File: config.mk
export PLATFORM = sky130hd
export DESIGN_NAME = shm_hub_master
export DESIGN_NICKNAME = d
export VERILOG_FILES = /design/src/shm_pkg.sv /design/src/shm_hub_master.sv /design/src/shm_pair_buffer.sv /design/src/shm_result_mem.sv
export SDC_FILE = /design/constraint.sdc
export NUM_CORES = 1
export LEC_CHECK = 0
export BUFFER_PORTS_ARGS = -buffer_cell sky130_fd_sc_hd__buf_2
export CAP_MARGIN = 0
export CORE_ASPECT_RATIO = 2
export CORE_MARGIN = 5
export CORE_UTILIZATION = 61
export CTS_BUF_LIST = sky130_fd_sc_hd__clkbuf_4 sky130_fd_sc_hd__clkbuf_8
export CTS_CLUSTER_DIAMETER = 50
export DETAILED_ROUTE_END_ITERATION = 10
export GPL_TIMING_DRIVEN = 0
export HOLD_SLACK_MARGIN = 0.12
export PLACE_DENSITY = 0.76
export SLEW_MARGIN = 40
export SYNTH_ARGS = -nofsm -noshare
export SYNTH_HDL_FRONTEND = slang
export SYNTH_SLANG_ARGS = --single-unit
File: constraint.sdc
create_clock -name sys_clk -period 2.7 [get_ports sys_clk]
set_input_delay 0.405 -clock sys_clk [delete_from_list [all_inputs] [get_ports sys_clk]]
set_output_delay 0.405 -clock sys_clk [all_outputs]
set_load 0.02 [all_outputs]
File: src/shm_pkg.sv
// Purpose: shared constants and types of the auxiliary sensor hub I2C master
// Assumes: 25 MHz system clock, standard-mode I2C on the auxiliary lines
// Notes: configuration bytes keep the layout the host programs
package shm_pkg;
	// clock and I2C timing
	localparam int CLK_NS = 40;
	localparam int BIT_TIME_NS = 10000;
	// quarter of a bit period, rounded down so the bus never runs slower than planned
	localparam logic [7:0] QUARTER_CYC = 8'((BIT_TIME_NS / 4) / CLK_NS);

	// bank selection
	localparam logic [7:0] HUB_BANK = 8'h40;

	// master control byte fields
	localparam int CTRL_MASTER_ON = 2;
	localparam int CTRL_PULLUP_ON = 3;
	localparam int CTRL_PASS_THROUGH = 4;
	localparam int CTRL_WRITE_ONCE = 6;

	// target0_address fields
	localparam int ADDR_RW_BIT = 0;

	// target0_setup fields
	localparam int SETUP_NUMOP_LSB = 0;
	localparam int SETUP_RATE_LSB = 6;
	localparam logic [2:0] MAX_READ = 3'h6;

	// result storage
	localparam int RESULT_DEPTH = 18;
	localparam int RESULT_AW = 5;

	// reset values
	localparam logic [39:0] CFG_RESET = 40'h00_0000_0000;
	localparam logic [2:0] TRIG_RESET = 3'h0;

	typedef struct packed {
		logic [7:0] address;
		logic [7:0] pointer;
		logic [7:0] setup;
		logic [7:0] writeValue;
		logic [7:0] control;
	} shm_cfg_s;

	typedef struct packed {
		logic [RESULT_AW-1:0] index;
		logic [7:0] data;
	} shm_entry_s;

	typedef enum logic [2:0] {
		S_IDLE,
		S_START,
		S_TX,
		S_RSTART,
		S_RX,
		S_STOP
	} shm_state_e;
endpackage

File: src/shm_hub_master.sv
// Purpose: auxiliary I2C master of the sensor hub with host pass-through
// Assumes: configuration arrives as plain ports, trigger is on sys_clk
// Notes: one target only; bit engine runs in four quarter phases per bit
// Behaviour
// RL1: pass-through joins host lines to auxiliary lines
// RL2: host uses pass-through only over I2C
// RL3: host stops master, waits 300 us first
// RL4: host turns auxiliary pull-ups off first
// RL5: host sets pass-through bit last
// RL6: hub configuration accepted only in bank 40h
// RL7: address holds 7-bit target, bit0 selects read
// RL8: setup holds read count up to six, rate
// RL9: host starts with control byte 4Ch
// RL10: host stops with 08h, waits 300 us
// RL11: trigger runs transaction, read completion sets done
// RL12: host clears and polls ready, then done
// RL13: one-shot read byte lands in first result
// RL14: single write sent once, then done flag
// RL15: continuous reads refresh results every trigger
// RL16: host runs accelerometer before hub operations
// RL17: rate field divides trigger by 1,2,4,8
// RL18: read bytes stored in order from first result
// RL19: read uses pointer write, repeated start, acks
`timescale 1ns/1ps
`default_nettype none
module shm_hub_master (
	input wire logic sys_clk,
	input wire logic rstn,
	input wire logic [7:0] bankSelect,
	input wire logic cfgWrite,
	input wire shm_pkg::shm_cfg_s cfgIn,
	input wire logic accelSampleReady,
	input wire logic flagsRead,
	input wire logic resultFreeze,
	input wire logic [shm_pkg::RESULT_AW-1:0] resultIndex,
	output logic [7:0] resultData,
	output logic hubCycleDone,
	output logic writeOnceDone,
	output logic busy,
	output logic auxPullupOn,
	input wire logic hostSdaIn,
	output logic hostSdaOut,
	output logic hostSdaOe,
	input wire logic hostSclIn,
	input wire logic auxSdaIn,
	output logic auxSdaOut,
	output logic auxSdaOe,
	input wire logic auxSclIn,
	output logic auxSclOut,
	output logic auxSclOe
);
	// pin synchronisers: host sda, host scl, aux sda, aux scl
	logic [3:0] pinRaw, pinMeta, pinSync;
	assign pinRaw = {hostSdaIn, hostSclIn, auxSdaIn, auxSclIn};
	genvar g;
	generate
		for (g = 0; g < 4; g++) begin : g_sync
			always_ff @(posedge sys_clk or negedge rstn) begin
				if (!rstn) begin
					pinMeta[g] <= 1'b1;
					pinSync[g] <= 1'b1;
				end else begin
					pinMeta[g] <= pinRaw[g];
					pinSync[g] <= pinMeta[g];
				end
			end
		end
	endgenerate
	logic hostSda, hostScl, auxSda, auxScl;
	assign {hostSda, hostScl, auxSda, auxScl} = pinSync;

	// configuration
	shm_pkg::shm_cfg_s cfg, next_cfg;
	logic masterOn, passThrough;
	assign masterOn = cfg.control[shm_pkg::CTRL_MASTER_ON];
	assign passThrough = cfg.control[shm_pkg::CTRL_PASS_THROUGH];

	always_comb begin
		next_cfg = cfg;
		if (cfgWrite && bankSelect == shm_pkg::HUB_BANK) begin // RL6
			next_cfg = cfgIn;
		end
	end

	always_ff @(posedge sys_clk or negedge rstn) begin
		if (!rstn) begin
			cfg <= shm_pkg::CFG_RESET;
		end else begin
			cfg <= next_cfg;
		end
	end

	// pass-through: whichever side pulls sda low first owns the direction,
	// otherwise each side would see its own echo and latch the line low
	logic fwdToAux, fwdToHost, fwdHold, next_fwdToAux, next_fwdToHost, next_fwdHold;
	always_comb begin
		next_fwdToAux = fwdToAux;
		next_fwdToHost = fwdToHost;
		next_fwdHold = fwdHold && !(hostSda && auxSda);
		if (!passThrough) begin
			next_fwdToAux = 1'b0;
			next_fwdToHost = 1'b0;
			next_fwdHold = 1'b0;
		end else begin
			// our own drive lingers on the far line for a few cycles after release
			if (fwdToAux && hostSda) begin
				next_fwdToAux = 1'b0;
				next_fwdHold = 1'b1;
			end
			if (fwdToHost && auxSda) begin
				next_fwdToHost = 1'b0;
				next_fwdHold = 1'b1;
			end
			if (!fwdToAux && !fwdToHost && !fwdHold && !hostSda) next_fwdToAux = 1'b1; // RL1
			if (!fwdToAux && !fwdToHost && !fwdHold && hostSda && !auxSda) begin
				next_fwdToHost = 1'b1; // RL1
			end
		end
	end

	always_ff @(posedge sys_clk or negedge rstn) begin
		if (!rstn) begin
			fwdToAux <= 1'b0;
			fwdToHost <= 1'b0;
			fwdHold <= 1'b0;
		end else begin
			fwdToAux <= next_fwdToAux;
			fwdToHost <= next_fwdToHost;
			fwdHold <= next_fwdHold;
		end
	end

	// bus engine
	shm_pkg::shm_state_e state, next_state;
	logic [1:0] phase, next_phase;
	logic [7:0] quarter, next_quarter;
	logic [3:0] bitCount, next_bitCount;
	logic [1:0] stage, next_stage;
	logic [7:0] txShift, next_txShift;
	logic [7:0] rxShift, next_rxShift;
	logic [2:0] rdLeft, next_rdLeft;
	logic [shm_pkg::RESULT_AW-1:0] writeIdx, next_writeIdx;
	logic sdaLow, sclLow, next_sdaLow, next_sclLow;
	logic isRead, next_isRead, ackErr, next_ackErr;
	logic wrSpent, next_wrSpent;
	logic [2:0] trigCount, next_trigCount;
	logic next_hubCycleDone, next_writeOnceDone;

	shm_pkg::shm_entry_s pushData;
	logic pushValid, pushReady;
	logic [2:0] numop, rateMask;
	logic fire, quarterDone, step, sclWait;

	assign numop = (cfg.setup[shm_pkg::SETUP_NUMOP_LSB +: 3] > shm_pkg::MAX_READ) ?
		shm_pkg::MAX_READ : cfg.setup[shm_pkg::SETUP_NUMOP_LSB +: 3]; // RL8

	always_comb begin
		case (cfg.setup[shm_pkg::SETUP_RATE_LSB +: 2]) // RL17
			2'h0: rateMask = 3'h0;
			2'h1: rateMask = 3'h1;
			2'h2: rateMask = 3'h3;
			default: rateMask = 3'h7;
		endcase
	end

	assign fire = accelSampleReady && masterOn && !passThrough && ((trigCount & rateMask) == 3'h0);
	assign quarterDone = (quarter == shm_pkg::QUARTER_CYC - 8'h01);
	assign pushValid = (state == shm_pkg::S_RX) && (phase == 2'h3) && (bitCount == 4'h8) &&
		quarterDone;
	// clock held low while the buffer is full: a stalled receiver loses nothing
	assign step = quarterDone && !(pushValid && !pushReady);
	// high time counts only once the line reads high, so a target may stretch it
	assign sclWait = (phase == 2'h1) && !sclLow && !auxScl;
	assign pushData.index = writeIdx;
	assign pushData.data = rxShift;

	always_comb begin
		next_state = state;
		next_phase = phase;
		next_quarter = (state == shm_pkg::S_IDLE || step || sclWait) ? 8'h00 : quarter + 8'h01;
		next_bitCount = bitCount;
		next_stage = stage;
		next_txShift = txShift;
		next_rxShift = rxShift;
		next_rdLeft = rdLeft;
		next_writeIdx = writeIdx;
		next_sdaLow = sdaLow;
		next_sclLow = sclLow;
		next_isRead = isRead;
		next_ackErr = ackErr;
		next_wrSpent = masterOn ? wrSpent : 1'b0;
		next_trigCount = (accelSampleReady && masterOn) ? trigCount + 3'h1 : trigCount;
		next_hubCycleDone = flagsRead ? 1'b0 : hubCycleDone;
		next_writeOnceDone = flagsRead ? 1'b0 : writeOnceDone;
		if (!masterOn) next_trigCount = shm_pkg::TRIG_RESET;
		if (step) next_phase = phase + 2'h1;
		case (state)
			shm_pkg::S_IDLE: begin
				next_phase = 2'h0;
				next_sdaLow = 1'b0;
				next_sclLow = 1'b0;
				if (fire && auxSda && auxScl) begin // RL11
					if (cfg.address[shm_pkg::ADDR_RW_BIT] && numop != 3'h0) begin // RL7
						next_state = shm_pkg::S_START;
						next_isRead = 1'b1;
						next_rdLeft = numop;
						next_writeIdx = '0; // RL18
					end else if (!cfg.address[shm_pkg::ADDR_RW_BIT] && !wrSpent &&
						cfg.control[shm_pkg::CTRL_WRITE_ONCE]) begin // RL14
						next_state = shm_pkg::S_START;
						next_isRead = 1'b0;
					end
					next_ackErr = 1'b0;
				end
			end
			shm_pkg::S_START: begin
				if (step) begin
					case (phase)
						2'h0: next_sdaLow = 1'b1;
						2'h1: next_sclLow = 1'b1;
						2'h2: ;
						default: begin
							next_state = shm_pkg::S_TX;
							next_stage = 2'h0;
							next_bitCount = 4'h0;
							next_txShift = {cfg.address[7:1], 1'b0}; // RL19
						end
					endcase
				end
			end
			shm_pkg::S_TX: begin
				if (step) begin
					case (phase)
						2'h0: next_sclLow = 1'b0;
						2'h1: if (bitCount == 4'h8) next_ackErr = auxSda;
						2'h2: next_sclLow = 1'b1;
						default: begin
							next_bitCount = bitCount + 4'h1;
							next_txShift = {txShift[6:0], 1'b0};
							if (bitCount == 4'h8) begin
								next_bitCount = 4'h0;
								next_stage = stage + 2'h1;
								if (ackErr) begin
									next_state = shm_pkg::S_STOP;
								end else if (stage == 2'h0) begin
									next_txShift = cfg.pointer;
								end else if (stage == 2'h1 && isRead) begin
									next_state = shm_pkg::S_RSTART; // RL19
								end else if (stage == 2'h1) begin
									next_txShift = cfg.writeValue; // RL14
								end else if (isRead) begin
									next_state = shm_pkg::S_RX;
								end else begin
									next_state = shm_pkg::S_STOP;
								end
							end
						end
					endcase
				end
				if (phase == 2'h0) next_sdaLow = (bitCount == 4'h8) ? 1'b0 : !txShift[7];
			end
			shm_pkg::S_RSTART: begin
				if (phase == 2'h0) next_sdaLow = 1'b0;
				if (step) begin
					case (phase)
						2'h0: next_sclLow = 1'b0;
						2'h1: next_sdaLow = 1'b1;
						2'h2: next_sclLow = 1'b1;
						default: begin
							next_state = shm_pkg::S_TX;
							next_bitCount = 4'h0;
							next_txShift = {cfg.address[7:1], 1'b1};
						end
					endcase
				end
			end
			shm_pkg::S_RX: begin
				// ack all bytes but the last
				if (phase == 2'h0) next_sdaLow = (bitCount == 4'h8) && (rdLeft != 3'h1); // RL19
				if (step) begin
					case (phase)
						2'h0: next_sclLow = 1'b0;
						2'h1: if (bitCount != 4'h8) next_rxShift = {rxShift[6:0], auxSda};
						2'h2: next_sclLow = 1'b1;
						default: begin
							next_bitCount = bitCount + 4'h1;
							if (bitCount == 4'h8) begin
								next_bitCount = 4'h0;
								next_writeIdx = writeIdx + shm_pkg::RESULT_AW'(1); // RL18
								next_rdLeft = rdLeft - 3'h1;
								if (rdLeft == 3'h1) next_state = shm_pkg::S_STOP;
							end
						end
					endcase
				end
			end
			shm_pkg::S_STOP: begin
				if (phase == 2'h0) next_sdaLow = 1'b1;
				if (step) begin
					case (phase)
						2'h0: next_sclLow = 1'b0;
						2'h1: next_sdaLow = 1'b0;
						2'h2: ;
						default: begin
							next_state = shm_pkg::S_IDLE;
							if (!ackErr && isRead) next_hubCycleDone = 1'b1; // RL11
							if (!ackErr && !isRead) next_writeOnceDone = 1'b1; // RL14
							if (!isRead) next_wrSpent = 1'b1; // RL14
						end
					endcase
				end
			end
			default: next_state = shm_pkg::S_IDLE;
		endcase
		// master off or pass-through: abandon the transfer and free the lines
		if (!masterOn || passThrough) begin
			next_state = shm_pkg::S_IDLE;
			next_sdaLow = 1'b0;
			next_sclLow = 1'b0;
		end
	end

	always_ff @(posedge sys_clk or negedge rstn) begin
		if (!rstn) begin
			state <= shm_pkg::S_IDLE;
			phase <= 2'h0;
			quarter <= 8'h00;
			bitCount <= 4'h0;
			stage <= 2'h0;
			txShift <= 8'h00;
			rxShift <= 8'h00;
			rdLeft <= 3'h0;
			writeIdx <= '0;
			sdaLow <= 1'b0;
			sclLow <= 1'b0;
			isRead <= 1'b0;
			ackErr <= 1'b0;
			wrSpent <= 1'b0;
			trigCount <= shm_pkg::TRIG_RESET;
			hubCycleDone <= 1'b0;
			writeOnceDone <= 1'b0;
		end else begin
			state <= next_state;
			phase <= next_phase;
			quarter <= next_quarter;
			bitCount <= next_bitCount;
			stage <= next_stage;
			txShift <= next_txShift;
			rxShift <= next_rxShift;
			rdLeft <= next_rdLeft;
			writeIdx <= next_writeIdx;
			sdaLow <= next_sdaLow;
			sclLow <= next_sclLow;
			isRead <= next_isRead;
			ackErr <= next_ackErr;
			wrSpent <= next_wrSpent;
			trigCount <= next_trigCount;
			hubCycleDone <= next_hubCycleDone;
			writeOnceDone <= next_writeOnceDone;
		end
	end

	// results: bytes pass the buffer; a host freeze holds storage steady
	shm_pkg::shm_entry_s drainData;
	logic drainValid, drainReady;
	assign drainReady = !resultFreeze;

	shm_pair_buffer u_buffer (
		.sys_clk(sys_clk),
		.rstn(rstn),
		.inValid(pushValid),
		.inReady(pushReady),
		.inData(pushData),
		.outValid(drainValid),
		.outReady(drainReady),
		.outData(drainData)
	);

	shm_result_mem u_results (
		.sys_clk(sys_clk),
		.rstn(rstn),
		.wrEn(drainValid && drainReady), // RL13 RL15
		.wrIndex(drainData.index),
		.wrData(drainData.data),
		.rdIndex(resultIndex),
		.rdData(resultData)
	);

	assign busy = (state != shm_pkg::S_IDLE) || drainValid;
	assign auxPullupOn = cfg.control[shm_pkg::CTRL_PULLUP_ON] && !passThrough;
	assign auxSdaOut = 1'b0;
	assign auxSclOut = 1'b0;
	assign hostSdaOut = 1'b0;
	assign auxSdaOe = passThrough ? fwdToAux : sdaLow; // RL1
	assign auxSclOe = passThrough ? !hostScl : sclLow; // RL1
	assign hostSdaOe = passThrough && fwdToHost; // RL1
endmodule
`default_nettype wire

File: src/shm_pair_buffer.sv
// Purpose: two-entry buffer between received bytes and result storage
// Assumes: single clock, valid/ready on both sides
// Notes: full when two entries are held; inReady low stalls the bus engine
`timescale 1ns/1ps
`default_nettype none
module shm_pair_buffer (
	input wire logic sys_clk,
	input wire logic rstn,
	input wire logic inValid,
	output logic inReady,
	input wire shm_pkg::shm_entry_s inData,
	output logic outValid,
	input wire logic outReady,
	output shm_pkg::shm_entry_s outData
);
	shm_pkg::shm_entry_s slot0, slot1, next_slot0, next_slot1;
	logic [1:0] count, next_count;

	assign inReady = (count != 2'h2);
	assign outValid = (count != 2'h0);
	assign outData = slot0;

	always_comb begin
		logic doIn;
		logic doOut;
		doIn = inValid && inReady;
		doOut = outValid && outReady;
		next_slot0 = slot0;
		next_slot1 = slot1;
		next_count = count;
		if (doOut) begin
			next_slot0 = slot1;
		end
		if (doIn) begin
			if (count == 2'h0 || (count == 2'h1 && doOut)) begin
				next_slot0 = inData;
			end else begin
				next_slot1 = inData;
			end
		end
		next_count = count + {1'b0, doIn} - {1'b0, doOut};
	end

	always_ff @(posedge sys_clk or negedge rstn) begin
		if (!rstn) begin
			slot0 <= '0;
			slot1 <= '0;
			count <= 2'h0;
		end else begin
			slot0 <= next_slot0;
			slot1 <= next_slot1;
			count <= next_count;
		end
	end
endmodule
`default_nettype wire

File: src/shm_result_mem.sv
// Purpose: result byte storage with registered read port
// Assumes: one write and one read per cycle
// Notes: out-of-range indices read as zero and are never written
`timescale 1ns/1ps
`default_nettype none
module shm_result_mem (
	input wire logic sys_clk,
	input wire logic rstn,
	input wire logic wrEn,
	input wire logic [shm_pkg::RESULT_AW-1:0] wrIndex,
	input wire logic [7:0] wrData,
	input wire logic [shm_pkg::RESULT_AW-1:0] rdIndex,
	output logic [7:0] rdData
);
	logic [7:0] mem [shm_pkg::RESULT_DEPTH];
	logic [7:0] next_rdData;

	genvar i;
	generate
		for (i = 0; i < shm_pkg::RESULT_DEPTH; i++) begin : g_entry
			always_ff @(posedge sys_clk or negedge rstn) begin
				if (!rstn) begin
					mem[i] <= 8'h00;
				end else if (wrEn && wrIndex == shm_pkg::RESULT_AW'(i)) begin
					mem[i] <= wrData;
				end
			end
		end
	endgenerate

	always_comb begin
		next_rdData = 8'h00;
		if (rdIndex < shm_pkg::RESULT_AW'(shm_pkg::RESULT_DEPTH)) begin
			next_rdData = mem[rdIndex];
		end
	end

	always_ff @(posedge sys_clk or negedge rstn) begin
		if (!rstn) begin
			rdData <= 8'h00;
		end else begin
			rdData <= next_rdData;
		end
	end
endmodule
`default_nettype wire

==> results by group <==
Finish
  • Share of cells above drive strength 1: 35.4%
  • Most frequent cells in the layout: dfrtp_1, mux2_2, buf_2
  • Non-filler instance count after layout: 1452
  • N_diodes: 0
  • Fin util: 71.1%
  • Layout area overhead: 15.2%
  • Commonest non-fill, non-tap cell in the layout: dfrtp_1
  • Nets: ~1200

Die
  • Starting density of the core: 61.7%
  • Num rows: 75
  • Die ar.: 24500 sq um
  • Die Height: about 220 um
  • Core Area: 21000 sq um
  • I/O pin count: 81
  • Die Wd: 113 um

Worst setup path
  • Critical setup path kind: flop to flop
  • Worst EP arrival: roughly 2.9 ns
  • Crit Path Max Fanout: 8
  • R2R Setup Slk: 0.18 ns
  • CP endpoint kind: flop
  • Setup crit start kind: flop
  • Worst endpoint required time: 3.11 ns

STA
  • Slew Limit Fails: 0
  • Final Critical Period: 2.52 ns
  • Final setup fails: 0
  • Fin. Hold Viols: 0
  • RSZ-0062 raised after global routing: no
  • Worst slew pin tran: 0.814 ns
  • Rel. slew slack: between 40 and 50%
  • Max Freq: 0.397 GHz
  • Final Skew: 0.0158 ns
  • Post-route clock period utilization: 93.4%

Outcome
  • Status: finished clean

Route
  • Initial DRC count: 434
  • Final ANT Viol Nets: 0
  • DRT Wirelength: 28500 um
  • DR vias/cell: 5.86
  • Via Count: 8506
  • Drt wl/cell: 19.6 um
  • Drt pass-1 iters: 4
  • Final routed DRC violation total: 0

Logic synthesis
  • Synth top area share: approximately half
  • Yosys reg bits: approximately 280
  • Async SR Flop Fraction: 100%
  • Xor/xnor share of the synthesized area: 0.810%
  • Largest family of logic cells by synthesized area: multiplexers
  • Mux contribution to synthesized area: 26.5%
  • Synth Area in Compound Gates: ~6.5%
  • Seq/Total Area, Yosys: 53.5%
  • Post-Syn Instances: 1003
  • Main synth FF type: dfrtp_1
  • YS warnings: 0
  • Post-synth EDFFs: 0
  • Synth Area in Adders: 1.72%
  • Synth area leader: dfrtp_1
  • Post-Syn Area per Cell: 12.9 sq um
  • Post-Syn Area: around 13000 sq um
  • Top area cells in the synthesized netlist: dfrtp_1, mux2_2, mux4_2
  • Synth cell types: 64
  • Post-Synth Simple-Gate Area: between 7 and 8%

GRT
  • Grt ovf: 0
  • Initial antenna violation count: 0
  • First-pass GRT wire length: 47100 um
  • Tot GR Track Use: 24.3%
  • Vias in the first global route: 9309
  • Largest net degree at the start of global routing: 79

Clock network
  • CTS tree: yes
  • H-tree lvl count: 2
  • Postcts setup bufs: 0
  • Root Buffer: clkbuf_8
  • CTS sink cnt: ~280
  • CTS buffer count: 39
  • Worst skew pair latency: 0.53 ns
  • Reg clk slew, reported paths: 0.07 ns
  • CTS max path bufs: 3

Placement
  • GP Congestion: 0.901
  • I/O Buffers: 69
  • Dpl cells: roughly 1300
  • DP Wirelength: approximately 21000 um

Power
  • Worst VDD drop: 0.424 mV
  • NetSw: roughly 1.9 mW
  • Clk network pwr share: roughly 41%
  • Total chip power: 8.09 mW
  • PD cells: 541 nW/um^2
  • Logic gate share of total power: 6.6%
  • Leak: 7.20 nW
  • Switching share of power: between 20% and 30%
  • Internal: 6.21 mW
  • Sequential Power Share: 52.6%

Worst hold path
  • Worst Hold Class: input port to flop

Flow run
  • Max cap viols: 0
[what timing repair did]
action,in CTS,in global routing
endpoints found under the setup margin,0,1
endpoints found under the hold margin,91,0
resized for setup,0,3
hold buffers,39,0
[metal layers]
layer / up-vias / share of wire [%] / track usage [%]
met3: 86 / 3.4 / 3.13
met2: 209 / 59 / 48.1
met1: 4273 / 33 / 23.9
met5: - / 0 / 0
met4: 0 / 4.6 / 12.0
li1: 3938 / - / -
[sequential cells by signal, summed over array words and instances (netlist names), 2 cells and up]
register / cells
pinMeta: 4
u_results.rdData: 8
writeIdx: 5
u_buffer.slot1: 13
u_buffer.count: 2
trigCount: 3
state: 3
u_buffer.outData: 13
stage: 2
u_results.mem: 144
rdLeft: 3
phase: 2
txShift: 8
bitCount: 4
rxShift: 8
quarter: 8
cfg: 33
[final timing paths]
kind                              startpoint                   to  cells after the start
setup / recovery           u_buffer.count[1]   u_results.mem[122]                      7
setup reg to reg           u_buffer.count[1]   u_results.mem[122]                      7
hold reg to reg                   pinMeta[0]               auxScl                      0
max in group asynchronous               rstn     u_results.mem[6]                      4
min in group asynchronous               rstn   u_results.mem[120]                      2
hold / removal                resultIndex[4]  u_results.rdData[0]                      2
[cells in the mapped netlist (7+ instances only)]
cell / instances
nand3_1: 13
or3_1: 7
nand2b_1: 9
nor2b_1: 11
nand4_1: 10
inv_1: 31
dfrtp_1: 269
nand2_1: 35
mux2_2: 199
a21oi_1: 49
a211oi_1: 7
buf_1: 9
dfstp_2: 8
mux4_2: 34
clkbuf_1: 31
o22ai_1: 17
mux2i_1: 38
ha_1: 17
nor2_1: 58
o21ai_0: 28
nor2_2: 11
buf_2: 9
[cells by family (layout without fill, tap and decap cells)]
logic type | count (synthesis) | in the layout
AO/OA/AOI/OAI | 138 | 138
XOR/XNOR | 12 | 12
adder cells (fa/ha/maj) | 18 | 18
buffers and inverters | 91 | 269
flip-flops | 277 | 277
multiplexers | 276 | 276
other | 1 | 3
AND/OR/NAND/NOR | 190 | 190
[stage by stage]
step                TNS [ns]  area [sq um]  worst slack, ns  hold slack (ns)
global route               0         14900           0.0123            0.155
CTS                        0         14900           0.0144            0.134
detailed placement         0         13800           0.0725            0.347
floorplan                  0         13000            0.545            0.109
finish                     0         14900            0.179            0.165
global placement    -1012.20         13700            -3.74            0.345
[cell type report]
cell class	instances	area, sq um
plain buffers	60	298
multi-input cells	637	5640
clock inverters	5	28.8
inverters	31	116
repair buffers	111	828
fillers	1520	6080
flip-flops and latches	277	6940
clock buffers	62	753
well taps	269	337
[critical path: stages, from the launching register on]
cell	delay (ns)
dfrtp_1	0.44
o21bai_1	0.10
buf_2	0.19
nor3_1	0.39
nand2b_1	0.10
clkbuf_1	0.19
nor2_2	0.57
mux2_2	0.41
[power by group through the flow]
stage / registers [mW] / clock network, mW / logic (mW)
6_report: 4.25 / 3.30 / 0.536
5_1_grt: 4.26 / 3.57 / 0.599
4_1_cts: 4.25 / 3.40 / 0.547
3_5_place_dp: 4.33 / 0 / 0.503
3_3_place_gp: 4.33 / 0 / 0.475
2_1_floorplan: 4.32 / 0 / 0.276
Power figures use the tool's default switching activity.
